**src/ude_pkg.sv**
```systemverilog
package ude_pkg;
   // ********************************
   // register byte offsets
   // ********************************
   localparam logic [11:0] UDE_CMD_OFS      = 12'h020C;
   localparam logic [11:0] UDE_INT_OFS      = 12'h0220;
   localparam logic [11:0] UDE_EPF_OFS      = 12'h0224;
   localparam logic [11:0] UDE_EPM_OFS      = 12'h0228;
   localparam logic [11:0] UDE_ZLF_OFS      = 12'h022C;
   localparam logic [11:0] UDE_NAKF_OFS     = 12'h0330;
   localparam logic [11:0] UDE_NAKM_OFS     = 12'h0334;
   localparam logic [11:0] UDE_IMSK_OFS     = 12'h0338;
   localparam logic [11:0] UDE_STAT_OFS     = 12'h033C;
   // ********************************
   // interrupt and command register bits
   // ********************************
   localparam int UDE_B_SETUP  = 0;
   localparam int UDE_B_SNAK   = 1;
   localparam int UDE_B_STAT   = 2;
   localparam int UDE_B_ZERO   = 3;
   localparam int UDE_B_SOF    = 4;
   localparam int UDE_B_EP0    = 5;
   localparam int UDE_B_EP     = 6;
   localparam int UDE_B_NAK    = 7;
   localparam int UDE_NFLAG    = 8;
   localparam int UDE_CMD_EPLO = 8;
   localparam int UDE_CMD_SFIN = 4;
   localparam logic [3:0] UDE_CMD_SETUP_FIN = 4'h1;
   // ********************************
   // timing
   // ********************************
   localparam int UDE_CLK_MHZ     = 200;
   localparam int UDE_FS_RST_NS   = 2500;
   localparam int UDE_HS_RST_US   = 3000;
   localparam int UDE_CHIRP_US    = 1500;
   localparam int UDE_CHIRPTO_US  = 2000;
   localparam int UDE_FS_RST_CYC  = (UDE_FS_RST_NS * UDE_CLK_MHZ + 999) / 1000;
   localparam int UDE_HS_RST_CYC  = UDE_HS_RST_US * UDE_CLK_MHZ;
   localparam int UDE_CHIRP_CYC   = UDE_CHIRP_US * UDE_CLK_MHZ;
   localparam int UDE_CHIRPTO_CYC = UDE_CHIRPTO_US * UDE_CLK_MHZ;
   localparam int UDE_HOST_KJ     = 6;
   typedef enum logic [1:0] {UDE_LS_J, UDE_LS_K, UDE_LS_SE0, UDE_LS_SE1} ude_line_t;
endpackage

```
**src/ude_sync.sv**
```systemverilog
`timescale 1ns/10ps
module ude_sync
   import ude_pkg::*;
#(
   parameter int W = 2,
   // value of every stage after reset, the idle level of the pins
   parameter logic [W-1:0] INIT = '0
)(
   // clock and reset
   input  wire logic         pclk,
   input  wire logic         presetn,
   // pins
   input  wire logic [W-1:0] din,
   output logic      [W-1:0] dout
);
   typedef struct packed {
      logic [W-1:0] s1;
      logic [W-1:0] s2;
      logic [W-1:0] s3;
      logic [W-1:0] q;
   } ude_sync_t;
   ude_sync_t st;
   ude_sync_t next_st;
   always_comb begin
      next_st    = st;
      next_st.s1 = din;
      next_st.s2 = st.s1;
      next_st.s3 = st.s2;
      if (st.s2 == st.s3) begin
         next_st.q = st.s3;
      end
   end
   always_ff @(posedge pclk or negedge presetn) begin
      if (!presetn) begin
         st <= '{s1: INIT, s2: INIT, s3: INIT, q: INIT};
      end else begin
         st <= next_st;
      end
   end
   assign dout = st.q;
endmodule

```
**src/ude_flags.sv**
```systemverilog
// The APB slave port and the placing of the registers were left to the implementer.
`timescale 1ns/10ps
module ude_flags
   import ude_pkg::*;
#(
   parameter int NEP        = 4,
   parameter int HS_RST_CYC = UDE_HS_RST_CYC,
   parameter int CHIRP_CYC  = UDE_CHIRP_CYC,
   parameter int CHIRPTO_CYC = UDE_CHIRPTO_CYC
)(
   // clock and reset
   input  wire logic             pclk,
   input  wire logic             presetn,
   // apb slave
   input  wire logic             psel,
   input  wire logic             penable,
   input  wire logic             pwrite,
   input  wire logic [11:0]      paddr,
   input  wire logic [31:0]      pwdata,
   output logic                  pready,
   output logic      [31:0]      prdata,
   output logic                  pslverr,
   // line state pins (dp, dm)
   input  wire logic [1:0]       line_pins,
   input  wire logic             hs_mode,
   output logic                  chirp_k,
   // protocol events from the packet engine
   input  wire logic             ev_setup,
   input  wire logic             ev_status_tok,
   input  wire logic             ev_status_done,
   input  wire logic             ev_ack,
   input  wire logic             ev_nak,
   input  wire logic             ev_zero,
   input  wire logic             ev_in_data,
   input  wire logic [3:0]       ev_ep,
   input  wire logic             ev_sof,
   // status
   output logic                  bus_reset,
   output logic                  default_state,
   output logic                  status_nak,
   output logic                  irq
);
   typedef enum logic [2:0] {RS_IDLE, RS_FS, RS_CHIRP, RS_WAIT} ude_rst_t;
   typedef struct packed {
      ude_rst_t         rs;
      logic [31:0]      cnt;
      logic [2:0]       kj;
      ude_line_t        last;
      logic             flag;
      logic             dflt;
      logic             setup_done;
      logic [7:0]       intf;
      logic [7:0]       imsk;
      logic [NEP-1:0]   epf;
      logic [NEP-1:0]   epm;
      logic [NEP-1:0]   zlf;
      logic [NEP-1:0]   nakf;
      logic [NEP-1:0]   nakm;
      logic [3:0]       zep;
      logic [31:0]      rd;
      logic             rdy;
   } ude_st_t;
   ude_st_t st;
   ude_st_t next_st;
   logic [1:0] line_q;
   ude_line_t  ls;
   logic       wr;
   logic       rd;
   logic [NEP-1:0] ep_hot;
   logic           set_nak_q;
   logic [31:0]    chirp_len;
   // ********************************
   // pin synchroniser
   // ********************************
   // reset to idle J so no false SE0 run follows reset
   ude_sync #(.W(2), .INIT(2'b10)) u_sync (
      .pclk    (pclk),
      .presetn (presetn),
      .din     (line_pins),
      .dout    (line_q)
   );
   always_comb begin
      unique case (line_q)
         2'b10:   ls = UDE_LS_J;
         2'b01:   ls = UDE_LS_K;
         2'b00:   ls = UDE_LS_SE0;
         default: ls = UDE_LS_SE1;
      endcase
   end
   function automatic logic [NEP-1:0] clr_bits(input logic [NEP-1:0] cur,
                                                input logic [NEP-1:0] set,
                                                input logic [NEP-1:0] w1c);
      clr_bits = (cur & ~w1c) | set;
   endfunction
   function automatic logic [NEP-1:0] onehot(input logic [3:0] ep);
      onehot = '0;
      onehot[ep[$clog2(NEP)-1:0]] = 1'b1;
   endfunction
   assign wr     = psel && penable && pwrite && st.rdy;
   assign rd     = psel && !penable && !pwrite;
   assign ep_hot = onehot(ev_ep);
   // ********************************
   // next state
   // ********************************
   always_comb begin
      logic [7:0]     set;
      logic [7:0]     w1c;
      logic [NEP-1:0] wep;
      logic           ep0;
      set = '0;
      w1c = '0;
      wep = pwdata[NEP-1:0];
      ep0 = (ev_ep == 4'h0);
      next_st = st;
      next_st.rdy = psel && !penable;
      next_st.last = ls;
      // bus reset detection
      unique case (st.rs)
         RS_IDLE: begin
            next_st.cnt = (ls == UDE_LS_SE0) ? st.cnt + 32'h0000_0001 : '0;
            if (!hs_mode && st.cnt >= 32'(UDE_FS_RST_CYC - 1) && ls == UDE_LS_SE0) begin
               next_st.rs = RS_FS;
            end
            // idle J in high speed means suspend; only SE0 for full time is reset
            if (hs_mode && st.cnt >= 32'(HS_RST_CYC - 1) && ls == UDE_LS_SE0) begin
               next_st.rs  = RS_CHIRP;
               next_st.cnt = '0;
            end
         end
         RS_FS: begin
            if (ls != UDE_LS_SE0) begin
               next_st.rs  = RS_IDLE;
               next_st.cnt = '0;
            end
         end
         RS_CHIRP: begin
            next_st.cnt = st.cnt + 32'h0000_0001;
            if (st.cnt >= 32'(CHIRP_CYC - 1)) begin
               next_st.rs  = RS_WAIT;
               next_st.cnt = '0;
               next_st.kj  = '0;
            end
         end
         RS_WAIT: begin
            next_st.cnt = st.cnt + 32'h0000_0001;
            if ((ls == UDE_LS_K || ls == UDE_LS_J) && ls != st.last) begin
               next_st.kj = st.kj + 3'd1;
            end
            if (st.kj >= 3'(UDE_HOST_KJ) || st.cnt >= 32'(CHIRPTO_CYC - 1)) begin
               next_st.rs  = RS_IDLE;
               next_st.cnt = '0;
            end
         end
         default: next_st.rs = RS_IDLE;
      endcase
      next_st.flag = (next_st.rs != RS_IDLE);
      if (next_st.flag) begin
         next_st.dflt       = 1'b1;
         next_st.setup_done = 1'b0;
      end else if (ev_setup) begin
         next_st.dflt = 1'b0;
      end
      // protocol events
      if (ev_setup) begin
         set[UDE_B_SETUP]   = 1'b1;
         next_st.setup_done = 1'b0;
      end
      if (ev_status_tok && !st.setup_done) begin
         set[UDE_B_SNAK] = 1'b1;
      end
      if (ev_status_done) begin
         set[UDE_B_STAT] = 1'b1;
      end
      if (ev_ack && ep0) begin
         set[UDE_B_EP0] = 1'b1;
      end
      if (ev_ack && !ep0 && |(ep_hot & ~st.epm)) begin
         set[UDE_B_EP] = 1'b1;
      end
      // only zero-length packets received count, not ones sent
      if (ev_zero && !ev_in_data && !(ep0 && ev_status_tok)) begin
         set[UDE_B_ZERO] = 1'b1;
         next_st.zep     = ev_ep;
      end
      if (ev_sof) begin
         set[UDE_B_SOF] = 1'b1;
      end
      if (ev_nak && !ep0 && |(ep_hot & ~st.nakm)) begin
         set[UDE_B_NAK] = 1'b1;
      end
      // register writes
      if (wr && paddr == UDE_INT_OFS) begin
         w1c = pwdata[7:0];
      end
      if (wr && paddr == UDE_CMD_OFS &&
          pwdata[UDE_CMD_SFIN-1:0] == UDE_CMD_SETUP_FIN) begin
         next_st.setup_done = 1'b1;
      end
      next_st.epf  = clr_bits(st.epf, (ev_ack && !ep0) ? ep_hot : '0,
                              (wr && paddr == UDE_EPF_OFS) ? wep : '0);
      next_st.zlf  = clr_bits(st.zlf, set[UDE_B_ZERO] ? ep_hot : '0,
                              (wr && paddr == UDE_ZLF_OFS) ? wep : '0);
      next_st.nakf = clr_bits(st.nakf, (ev_nak && !ep0) ? ep_hot : '0,
                              (wr && paddr == UDE_NAKF_OFS) ? wep : '0);
      // writing ones to every set endpoint bit also drops the summary flag
      if (wr && paddr == UDE_EPF_OFS && (st.epf & ~wep) == '0) begin
         w1c[UDE_B_EP] = 1'b1;
      end
      if (wr && paddr == UDE_ZLF_OFS && (st.zlf & ~wep) == '0) begin
         w1c[UDE_B_ZERO] = 1'b1;
      end
      if (wr && paddr == UDE_NAKF_OFS && (st.nakf & ~wep) == '0) begin
         w1c[UDE_B_NAK] = 1'b1;
      end
      next_st.intf = (st.intf & ~w1c) | set;
      if (wr && paddr == UDE_EPM_OFS) begin
         next_st.epm = wep;
      end
      if (wr && paddr == UDE_NAKM_OFS) begin
         next_st.nakm = wep;
      end
      if (wr && paddr == UDE_IMSK_OFS) begin
         next_st.imsk = pwdata[7:0];
      end
      // read data captured in setup cycle
      if (rd) begin
         next_st.rd = '0;
         unique case (paddr)
            UDE_CMD_OFS:  next_st.rd[UDE_CMD_EPLO +: 4] = st.zep;
            UDE_INT_OFS:  next_st.rd[7:0] = st.intf;
            UDE_EPF_OFS:  next_st.rd[NEP-1:0] = st.epf;
            UDE_EPM_OFS:  next_st.rd[NEP-1:0] = st.epm;
            UDE_ZLF_OFS:  next_st.rd[NEP-1:0] = st.zlf;
            UDE_NAKF_OFS: next_st.rd[NEP-1:0] = st.nakf;
            UDE_NAKM_OFS: next_st.rd[NEP-1:0] = st.nakm;
            UDE_IMSK_OFS: next_st.rd[7:0] = st.imsk;
            UDE_STAT_OFS: next_st.rd[2:0] = {st.setup_done, st.dflt, st.flag};
            default:      next_st.rd = '0;
         endcase
      end
   end
   always_ff @(posedge pclk or negedge presetn) begin
      if (!presetn) begin
         st      <= '0;
         st.rs   <= RS_IDLE;
         st.last <= UDE_LS_J;
         st.dflt <= 1'b1;
         st.nakm <= '1;
         st.imsk <= '1;
      end else begin
         st <= next_st;
      end
   end
   assign pready        = st.rdy;
   assign prdata        = st.rd;
   assign pslverr       = 1'b0;
   assign chirp_k       = (st.rs == RS_CHIRP);
   assign bus_reset     = st.flag;
   assign default_state = st.dflt;
   assign status_nak    = set_nak_q;
   assign irq           = |(st.intf & ~st.imsk);
   always_ff @(posedge pclk or negedge presetn) begin
      if (!presetn) begin
         set_nak_q <= 1'b0;
      end else begin
         set_nak_q <= ev_status_tok && !st.setup_done;
      end
   end
   // ********************************
   // checks
   // ********************************
   property p_setup_flag;
      @(posedge pclk) disable iff (!presetn) ev_setup |=> st.intf[UDE_B_SETUP];
   endproperty
   a_setup_flag: assert property (p_setup_flag) else $error("setup flag not set");
   property p_set_wins;
      @(posedge pclk) disable iff (!presetn)
         (ev_sof && wr && paddr == UDE_INT_OFS) |=> st.intf[UDE_B_SOF];
   endproperty
   a_set_wins: assert property (p_set_wins) else $error("set lost to clear");
   // cycles of chirp k so far, checked where it ends
   always_ff @(posedge pclk or negedge presetn) begin
      if (!presetn) begin
         chirp_len <= '0;
      end else begin
         chirp_len <= chirp_k ? chirp_len + 32'h0000_0001 : '0;
      end
   end
   property p_chirp_len;
      @(posedge pclk) disable iff (!presetn)
         $fell(chirp_k) |-> chirp_len == 32'(CHIRP_CYC);
   endproperty
   a_chirp_len: assert property (p_chirp_len) else $error("chirp too short");
   property p_reset_dflt;
      @(posedge pclk) disable iff (!presetn) bus_reset |-> default_state;
   endproperty
   a_reset_dflt: assert property (p_reset_dflt) else $error("not default in reset");
   property p_nak_mask;
      @(posedge pclk) disable iff (!presetn)
         (ev_nak && (ep_hot & ~st.nakm) == '0 && !st.intf[UDE_B_NAK]) |=> !st.intf[UDE_B_NAK];
   endproperty
   a_nak_mask: assert property (p_nak_mask) else $error("masked nak flagged");
   property p_sof;
      @(posedge pclk) disable iff (!presetn) ev_sof |=> irq || st.imsk[UDE_B_SOF];
   endproperty
   a_sof: assert property (p_sof) else $error("sof missing");
   property p_ep0;
      @(posedge pclk) disable iff (!presetn) (ev_ack && ev_ep == 4'h0) |=> st.intf[UDE_B_EP0];
   endproperty
   a_ep0: assert property (p_ep0) else $error("ep0 flag missing");
   property p_stat;
      @(posedge pclk) disable iff (!presetn) ev_status_done |=> st.intf[UDE_B_STAT];
   endproperty
   a_stat: assert property (p_stat) else $error("status flag missing");
   property p_status_nak;
      @(posedge pclk) disable iff (!presetn)
         (ev_status_tok && !st.setup_done) |=> status_nak && st.intf[UDE_B_SNAK];
   endproperty
   a_status_nak: assert property (p_status_nak) else $error("status nak missing");
   property p_zero_status;
      @(posedge pclk) disable iff (!presetn)
         (ev_zero && ev_status_tok && ev_ep == 4'h0 && !st.intf[UDE_B_ZERO])
            |=> !st.intf[UDE_B_ZERO];
   endproperty
   a_zero_status: assert property (p_zero_status) else $error("status zero flagged");
endmodule

```
**config.mk**
```make
export PLATFORM = sky130hd
export DESIGN_NAME = ude_flags
export DESIGN_NICKNAME = d
export VERILOG_FILES = /design/src/ude_pkg.sv /design/src/ude_sync.sv /design/src/ude_flags.sv
export SDC_FILE = /design/constraint.sdc
export NUM_CORES = 1
export LEC_CHECK = 0
export BUFFER_PORTS_ARGS = -buffer_cell sky130_fd_sc_hd__buf_2
export CORE_MARGIN = 3
export CORE_UTILIZATION = 40
export CTS_BUF_LIST = sky130_fd_sc_hd__clkbuf_4
export DETAILED_ROUTE_END_ITERATION = 12
export GPL_TIMING_DRIVEN = 0
export PLACE_DENSITY = 0.63
export SLEW_MARGIN = 10
export SYNTH_ARGS = -nofsm -noshare
export SYNTH_HDL_FRONTEND = slang
export SYNTH_SLANG_ARGS = --single-unit
export TNS_END_PERCENT = 5
```
**constraint.sdc**
```tcl
create_clock -name pclk -period 6.9 [get_ports pclk]
set_clock_uncertainty 0.2 [all_clocks]
set_input_delay 0.345 -clock pclk [delete_from_list [all_inputs] [get_ports pclk]]
set_output_delay 0.345 -clock pclk [all_outputs]
set_load 0.03 [all_outputs]
```
Yosys cells after proc, flatten, opt, wreduce, memory -nomap -nowiden:

Index checks and enable logic that the tools add are counted.

* $lt $le $gt $ge: 7
* eq/ne operators: 23
* bitwise logic cells: 22
* add/sub/neg operators: 2
* mux-type cells: 40
* reductions and logical operators: 58

Operators with widths (count)
* $pmux 32 s4: 1
* $eq 12x10->1 const B: 9
* $mux 35: 3
* $ge 32x19->1 const B: 2
* $mux 38: 1
* $add 32x1->32 const B: 1
* $and 4x4->4: 8
* $ge 32x20->1 const B: 1
* $ge 32x9->1 const B: 1
* $logic_and 1x1->1: 32
* $mux 32: 1
* $mux 4: 7
* $not 4->4: 6
* $pmux 3 s8: 1
* $mux 1: 17
* $and 8x8->8: 2
* $logic_not 4->1: 4
* $not 8->8: 2
* $or 4x4->4: 3
* $pmux 3 s4: 1
* $mux 8: 1
* $or 8x8->8: 1
* $pmux 4 s2: 1
* $reduce_or 4->1: 2
* other kinds (28): 44

* word-level logic and storage cells: 174
* output and inout bits: 39
* bits in registers: 105
* input bits: 64

Depth between registers and ports, before layout:

Gate-level depths: netlist of the first run.

* word-level depth: 11
* gate-level depth with buffers: 10
* depth with buffers taken out: 8

Hierarchy:

Synthesis of the first run repeated with hierarchy kept, for this count alone.

* cell total of the unflattened synthesis: 595
* area, all modules: 5788.1 sq um

Modules (own cells, without submodules)
* ude_flags: cells an instance 577, times used 1, sequential area each 2443.6 sq um, area each 5517.8 sq um
* ude_sync: cells an instance 18, times used 1, sequential area each 205.2 sq um, area each 270.3 sq um

Least setup slack after synthesis of the first run:

No wires, ideal clock.

* path type: register -> register
* from: register st[95] (netlist name)
* to: register st[108] (netlist name)
* cell stages (with the launch flop): 10
* path buffers: 3
* clock period less this slack: 2737 ps
* setup time: 126 ps
* data arrival time: 2411 ps
* slack: 4163 ps
* data required time: 6574 ps
* path through: dfrtp_1 > clkbuf_1 > or4_1 > or3_1 > o211ai_1 > o221a_2 > nor3_2 > buf_4 > buf_6 > a221o_1

* word-level cells in the longest chain between the ends: 5
* elaborated cells on any way between the ends: 12
* those cells by class: add/sub: 1; order compare: 3; mux: 5; reduce/logical: 3

Ends and longest elaborated chain
* start, declared: RTL line ude_flags.sv:63 `ude_st_t st;`
* start signal, assigned: RTL line ude_flags.sv:251 `st <= next_st;`
* $ge 32x20->1: RTL line ude_flags.sv:125 `if (hs_mode && st.cnt >= 32'(HS_RST_CYC - 1) && ls == UDE_LS_SE0) begin`
* $logic_and 1x1->1 (2 in series): RTL line ude_flags.sv:125
* $mux 35: RTL line ude_flags.sv:125
* $pmux 32 s4 (*): RTL line ude_flags.sv:118 `unique case (st.rs)`

Mark *: on every way between the ends. The rest lies on a longest branch, timed or not. The select of a mux whose other input is x is not followed.
A chain may end at the register's enable or synchronous reset.

Worst setup path after layout of the first run:

* from: register st[85] (netlist name)
* to: register st[103] (netlist name)

The elaborated chain is that of the path after synthesis.

==> reports/results.ini, run 1 <==
[outcome]
run_status = finished, final reports clean

[placed_design]
dp_hpwl_um = 11800
port_buffers = 55
globalplace.congestion = 0.892

[detailed_routing]
via_count = 5394
dr.pass1.iters = 6
wl_um = 16100
wl_per_cell_um = 16.8
final_antenna_net_count = 0
drtIter0Drc = 352
route.detailed.drc = 0
vias_per_cell = 5.65

[setup_path]
r2r-start = st[85]
reg2reg_to = st[103]
worstSetupStartpointType = flop
critPathRequiredTime_ns = 7.08
path_max_fanout = 10
critPathMostFrequentCell = clkbuf_1
crit_slowest_cell = o311ai_0
cpPeakStageDelay_ns = 0.65
arrival_ns = 3.27
crit_chain = clkbuf_1 -> a41oi_1 -> o311ai_0 -> a221oi_2 -> a21oi_2 -> clkbuf_1 -> nor3_1 -> a221o_1
crit_path_end_kind = flop
reg2reg_slack_ns = 3.81
reg2reg_depth = 8
crit_type = reg -> reg

[synthesis]
synth_area_per_cell_um2 = 9.21
yosysWarnings = 0
synth_edf_count = 0
ys_seq_elements = 105
seq_area_frac_synth = 0.439
ys_async_sr_fraction = 1.00
netlist-cell-type-count = 73
syn_area_mm2 = 0.00603
synth_flop_cell = dfrtp_1
synth_cells = 655

[floorplan]
dieArea_mm2 = 0.0166
fp.dieH_um = 129
core_area_mm2 = 0.0146
row_count = 44
initial_utilization = 0.412
pin_count = 103
fp.dieW_um = 129

[clock_network]
cts_setup_buffers = 0
insertion_delay_ns = 0.49
cts.sinks = 105
cts_made_buffers = 9
ctsHtreeMaxLevel = 3
cts_root_buf = clkbuf_4
cts_resized = 0
tritoncts = done
clockBufferDepth = 2
clkTransAtPathRegs_ns = 0.18

[power]
ir_drop_v = 0.000199
comb_power_share = 0.364
p_leak_nw = 3.18
power_mw = 1.73
p_per_area_mw_per_mm2 = 246
p_sw_mw = 0.683
switching_share = 0.396
p_int_mw = 1.04
clkPwrFrac = 0.200
pwr-share-seq = 0.436

[layout]
num-nets-final = 835
area_growth_pct = 16.6
utilization = 0.480
drive_gt1_frac = 0.208

[grt]
grt.total_usage = 0.195
grt_start_max_net_pins = 55
grt_pass1_wl_um = 25900
grt_pass1_vias = 5167
antenna_found_initial = 1
overflow = 0

[sta]
fmax_mhz = 324
final.setup.tns_ns = 0
maxSlewHeadroom = 0.417
fin_crit_sh = 0.448
rsz0062_at_grt = false
finalHoldViolations = 0
finalSetupViolations = 0
worst_slew_pin_slew_ns = 0.874
period_minus_slack_ns = 3.09
drv_slew = 0

[job]
drv_cap = 0

[min_path]
hold_start = paddr[10]
min_to = st[73]
min_path_cells = 4
min_path_type = in -> reg

[cells by family (layout without fill, tap and decap cells)]
group / after synthesis / in the layout / synth area share
compound gates: 158 / 158 / 0.202
xor+xnor: 4 / 4 / 0.00581
fa+ha+maj: 6 / 6 / 0.0124
buf+inv: 100 / 194 / 0.0859
flops: 105 / 105 / 0.439
mux: 17 / 17 / 0.0346
other cells: 1 / 23 / 0.000622
simple gates: 264 / 264 / 0.219
[critical path: cells and delay by family (launching register included)]
| family | cells | cell delay [ns] |
|---|---|---|
| AOI/OAI and AO/OA | 5 | 1.53 |
| DFF | 1 | 0.36 |
| buffers and inverters | 2 | 0.77 |
| and+or+nand+nor | 1 | 0.11 |
[per-stage QoR]
step	hold WS (ns)	cell area [µm²]	setup WS, ns	cells
finish	0.128	7030	3.81	955
floorplan	-0.151	6110	4.16	676
global placement	0.132	6620	3.71	915
global route	0.0939	7030	3.61	955
CTS	0.0953	7020	3.82	954
detailed placement	0.133	6650	3.63	916
[area by class of cell]
class | count | area (µm²)
Clock buffer | 9 | 67.6
Multi-Input combinational cell | 471 | 2950
Timing Repair Buffer | 78 | 529
Sequential cell | 105 | 2650
Fill cell | 1422 | 7610
Antenna cell | 1 | 2.50
Tap cell | 184 | 230
Inverter | 27 | 101
Clock inverter | 7 | 86.3
Buffer | 73 | 417
[per-layer routing]
layer  GRT usage  part of all wire  vias up
li1            -                 -     2587
met1       0.250              0.44     2587
met2       0.321              0.48      188
met3      0.0477             0.057       32
met4      0.0729             0.025        0
met5           0                 0        -
[cells in the mapped netlist (12+ instances only)]
cell type | number | area, µm²
o21ai_0 | 29 | 145
buf_4 | 34 | 255
inv_1 | 27 | 101
nor2_1 | 44 | 165
dfrtp_1 | 88 | 2200
clkbuf_1 | 31 | 116
nand4_1 | 13 | 81.3
nand3_1 | 18 | 90.1
a21oi_1 | 13 | 65.1
nand2_1 | 80 | 300
a221o_1 | 23 | 230
dfstp_2 | 17 | 447
nor3_1 | 40 | 200
a22oi_1 | 12 | 90.1
and3_1 | 12 | 75.1
a22o_1 | 21 | 184
[flip-flops by register name, indices dropped and copies added (netlist names)]
register	flops
prdata	12
u_sync.next_st	4
u_sync.dout	2
default_state	1
st	81
pready	1
status_nak	1
bus_reset	1
u_sync.st	2
[worst max-delay path by stage]
stage / start / endpoint / slack (ns) / cells past startpoint
floorplan: st[95] / st[108] / 4.16 / 9
global placement: paddr[7] / prdata[3] / 3.71 / 6
detailed placement: paddr[7] / prdata[3] / 3.63 / 6
CTS: st[85] / st[103] / 3.82 / 8
global route: st[86] / st[112] / 3.61 / 7
finish: st[85] / st[103] / 3.81 / 8
[cell usage in the layout (no fill, tap or decap), drive strengths merged, types with 4 or more instances in the layout]
| master | instances |
|---|---|
| ha | 6 |
| or2 | 8 |
| nor4 | 12 |
| dfstp | 17 |
| o21ai | 32 |
| o211ai | 5 |
| a221o | 23 |
| nand2b | 6 |
| a32o | 5 |
| conb | 22 |
| a21o | 5 |
| a21oi | 14 |
| mux2i | 4 |
| clkbuf | 40 |
| mux2 | 11 |
| dfrtp | 88 |
| nor3 | 41 |
| inv | 31 |
| a22oi | 12 |
| and3 | 12 |
| nand4 | 13 |
| nand3 | 18 |
| nand2 | 80 |
| o22ai | 4 |
| o31ai | 5 |
| dlygate4sd3 | 22 |
| or4 | 7 |
| nor2b | 7 |
| a22o | 21 |
| nor2 | 44 |
| o2bb2ai | 5 |
| buf | 98 |
[power by group through the flow]
| stage | Combinational (mW) | Sequential [mW] | Clock, mW |
|---|---|---|---|
| 2_1_floorplan | 0.443 | 0.757 | 0 |
| 3_3_place_gp | 0.603 | 0.761 | 0 |
| 3_5_place_dp | 0.617 | 0.764 | 0 |
| 4_1_cts | 0.628 | 0.752 | 0.362 |
| 5_1_grt | 0.697 | 0.766 | 0.387 |
| 6_report | 0.628 | 0.753 | 0.345 |
[what timing repair did]
item                                    4_1_cts  5_1_grt
endpoints found under the setup margin        0        0
hold buffers                                 22        0
endpoints found under the hold margin       114        0
Note: power is estimated with default switching activity, not from simulation.
==> run 2: changes to the inputs <==
Settings changed: PLACE_DENSITY 0.63 to 0.65.
Clock period 6.9 ns to 2.6 ns, I/O delays scaled along.
==> reports/results.ini, run 2 (synthesis gave the netlist of run 1 again) <==
[layout]
multi_input_area_mm2 = 0.00306  ; was 0.00295 mm²
largest_reg_flops = 81  ; unchanged
area_growth_pct = 22.8  ; was 16.6%
num-nets-final = 861  ; was 835
num_antenna_cells = 0  ; was 1
n_fill_cell = 1406  ; was 1422
register_area_mm2 = 0.00265  ; about the same
final_common_cell = dfrtp_1  ; unchanged
regMostFlops = st  ; unchanged
drive_gt1_frac = 0.245  ; was 0.208
layout_common_cells = 84 x dfrtp_1, 80 x nand2_1, 54 x buf_2, 51 x buf_4, 44 x nor2_1  ; was 88 x dfrtp_1, 80 x nand2_1, 60 x buf_2, 44 x nor2_1, 40 x nor3_1
final_cells = 980  ; was 955

[power]
clkPwrFrac = 0.168  ; was 0.200
p_int_mw = 2.91  ; was 1.04 mW
power_mw = 4.83  ; was 1.73 mW
p_per_area_mw_per_mm2 = 653  ; was 246 mW/mm²
comb_power_share = 0.416  ; was 0.364
switching_share = 0.398  ; was 0.396
ir_drop_v = 0.000459  ; was 0.000199 V
pwr-share-seq = 0.416  ; was 0.436
p_sw_mw = 1.92  ; was 0.683 mW
p_leak_nw = 3.35  ; was 3.18 nW

[job]
drv_cap = 0  ; unchanged

[detailed_routing]
final_antenna_net_count = 0  ; unchanged
drtIter0Drc = 518  ; was 352
route.detailed.drc = 0  ; unchanged
wl_per_cell_um = 17.0  ; was 16.8 µm
wl_um = 16700  ; was 16100 µm
via_count = 5540  ; was 5394
dr.pass1.iters = 7  ; was 6
vias_per_cell = 5.65  ; about the same

[setup_path]
r2r-start = st[110]  ; was st[85]
cpPeakStageDelay_ns = 0.58  ; was 0.65 ns
worstSetupStartpointType = flop  ; unchanged
critPathLaunch = st[110]  ; was st[85]
arrival_ns = 3.16  ; was 3.27 ns
crit_chain = or4_4 -> or4_4 -> a221oi_4 -> a21oi_4 -> nor3_4 -> buf_6 -> clkbuf_16 -> a31o_1  ; was clkbuf_1 -> a41oi_1 -> o311ai_0 -> a221oi_2 -> a21oi_2 -> clkbuf_1 -> nor3_1 -> a221o_1
reg2reg_slack_ns = -0.33  ; was 3.81 ns
reg2reg_to = st[94]  ; was st[103]
crit_path_end_kind = flop  ; unchanged
critPathRequiredTime_ns = 2.83  ; was 7.08 ns
path_max_fanout = 5  ; was 10
crit_slowest_cell = or4_4  ; was o311ai_0
reg2reg_depth = 8  ; unchanged
critPathMostFrequentCell = or4_4  ; was clkbuf_1
crit_type = reg -> reg  ; unchanged

[outcome]
violations = setup timing
run_status = finished with violations  ; was finished, final reports clean

[clock_network]
clkTransAtPathRegs_ns = 0.17  ; was 0.18 ns
tritoncts = done  ; unchanged
clockBufferDepth = 2  ; unchanged
ctsHtreeMaxLevel = 3  ; unchanged
cts.sinks = 105  ; unchanged
insertion_delay_ns = 0.48  ; was 0.49 ns
cts_root_buf = clkbuf_4  ; unchanged
cts_made_buffers = 9  ; unchanged

[sta]
period_minus_slack_ns = 2.93  ; was 3.09 ns
fin_crit_sh = 1.13  ; was 0.448
finalHoldViolations = 0  ; unchanged
fmax_mhz = 342  ; was 324 MHz
whs_ns = 0.0530  ; was 0.128 ns
drv_slew = 0  ; unchanged
finalSetupViolations = 32  ; was 0
final.setup.tns_ns = -8.64  ; was 0 ns
maxSlewHeadroom = 0.335  ; was 0.417
rsz0062_at_grt = true  ; was false
fin_ws_ns = -0.326  ; was 3.81 ns
worst_slew_pin_slew_ns = 0.998  ; was 0.874 ns

[floorplan]
fp.dieW_um = 129  ; unchanged
dieArea_mm2 = 0.0166  ; unchanged
pin_count = 103  ; unchanged
initial_utilization = 0.412  ; unchanged
core_area_mm2 = 0.0146  ; unchanged
fp.dieH_um = 129  ; unchanged
row_count = 44  ; unchanged

[placed_design]
port_buffers = 55  ; unchanged
globalplace.congestion = 0.910  ; was 0.892
dp_hpwl_um = 11600  ; was 11800 µm
dp.cells = 916  ; unchanged

[min_path]
hold_start = paddr[4]  ; was paddr[10]
min_path_type = in -> reg  ; unchanged
min_to = prdata[0]  ; was st[73]
min_path_cells = 6  ; was 4

[grt]
antenna_found_initial = 0  ; was 1
grt_start_max_net_pins = 62  ; was 55
grt.total_usage = 0.199  ; was 0.195
grt_pass1_wl_um = 26400  ; was 25900 µm
grt_pass1_vias = 5254  ; was 5167
overflow = 0  ; unchanged

[run 2: cell count changes in the layout (fill, tap and decap cells not counted), moves of 3 or more]
cell and delta:
clkbuf_1 -4, inv_8 -3, dlygate4sd3_1 +10, nor3_1 -3, dfrtp_2 +4, buf_2 -6, buf_4 +17, dfrtp_1 -4
clkbuf_4 +7
[run 2: timing repair]
action,CTS,global route
cloned,0,1
pin swaps,3,7
hold buffers,33,0
hold endpoints to repair,154,0
buffers inserted,3,13
gates resized for setup,18,17
endpoints found under the setup margin,36,34
[run 2: how the worst max path moves through the flow]
stage,end,slack [ns]
floorplan,st[94],-0.07
global placement,st[90],-0.43
detailed placement,st[93],-0.40
CTS,st[108],-0.31
global route,st[83],-0.40
finish,st[94],-0.33
[run 2: power groups by stage]
stage          logic (mW)  clock network, mW  registers, mW
3_3_place_gp         1.60                  0           2.02
5_1_grt              2.18              0.906           2.04
6_report             2.01              0.810           2.01
2_1_floorplan        1.18                  0           2.01
4_1_cts              1.82              0.842           2.00
3_5_place_dp         1.63                  0           2.03
[run 2: worst max-delay path, delay by kind of cell, from the launching register on]
kind	cells	cell delay [ns]
flops	1	0.48
compound gates	3	0.58
simple gates	3	1.31
buf+inv	2	0.30
[run 2: routing by layer]
metal | up-vias | share of wire | global-route usage | wire length (µm)
met3 | 21 | 0.054 | 0.0440 | 906
met4 | 0 | 0.017 | 0.0537 | 287
met1 | 2700 | 0.44 | 0.253 | 7260
li1 | 2631 | - | - | -
met2 | 188 | 0.49 | 0.341 | 8200
met5 | - | 0 | 0 | 0
[run 2: area by class of cell]
cell class,instances,share of cell area
clock buffers,11,0.0112
multi-input cells,471,0.413
clock inverters,5,0.00558
well taps,184,0.0311
repair buffers,106,0.108
flip-flops and latches,105,0.358
plain buffers,71,0.0593
inverters,27,0.0137
[run 2: metrics by stage]
stage | instance area, µm² | worst slack [ns] | utilization
finish | 7400 | -0.326 | 0.506
floorplan | 6120 | -0.0712 | -
detailed placement | 6660 | -0.403 | 0.455
CTS | 7210 | -0.307 | 0.493
global route | 7400 | -0.404 | 0.506
global placement | 6620 | -0.426 | 0.452
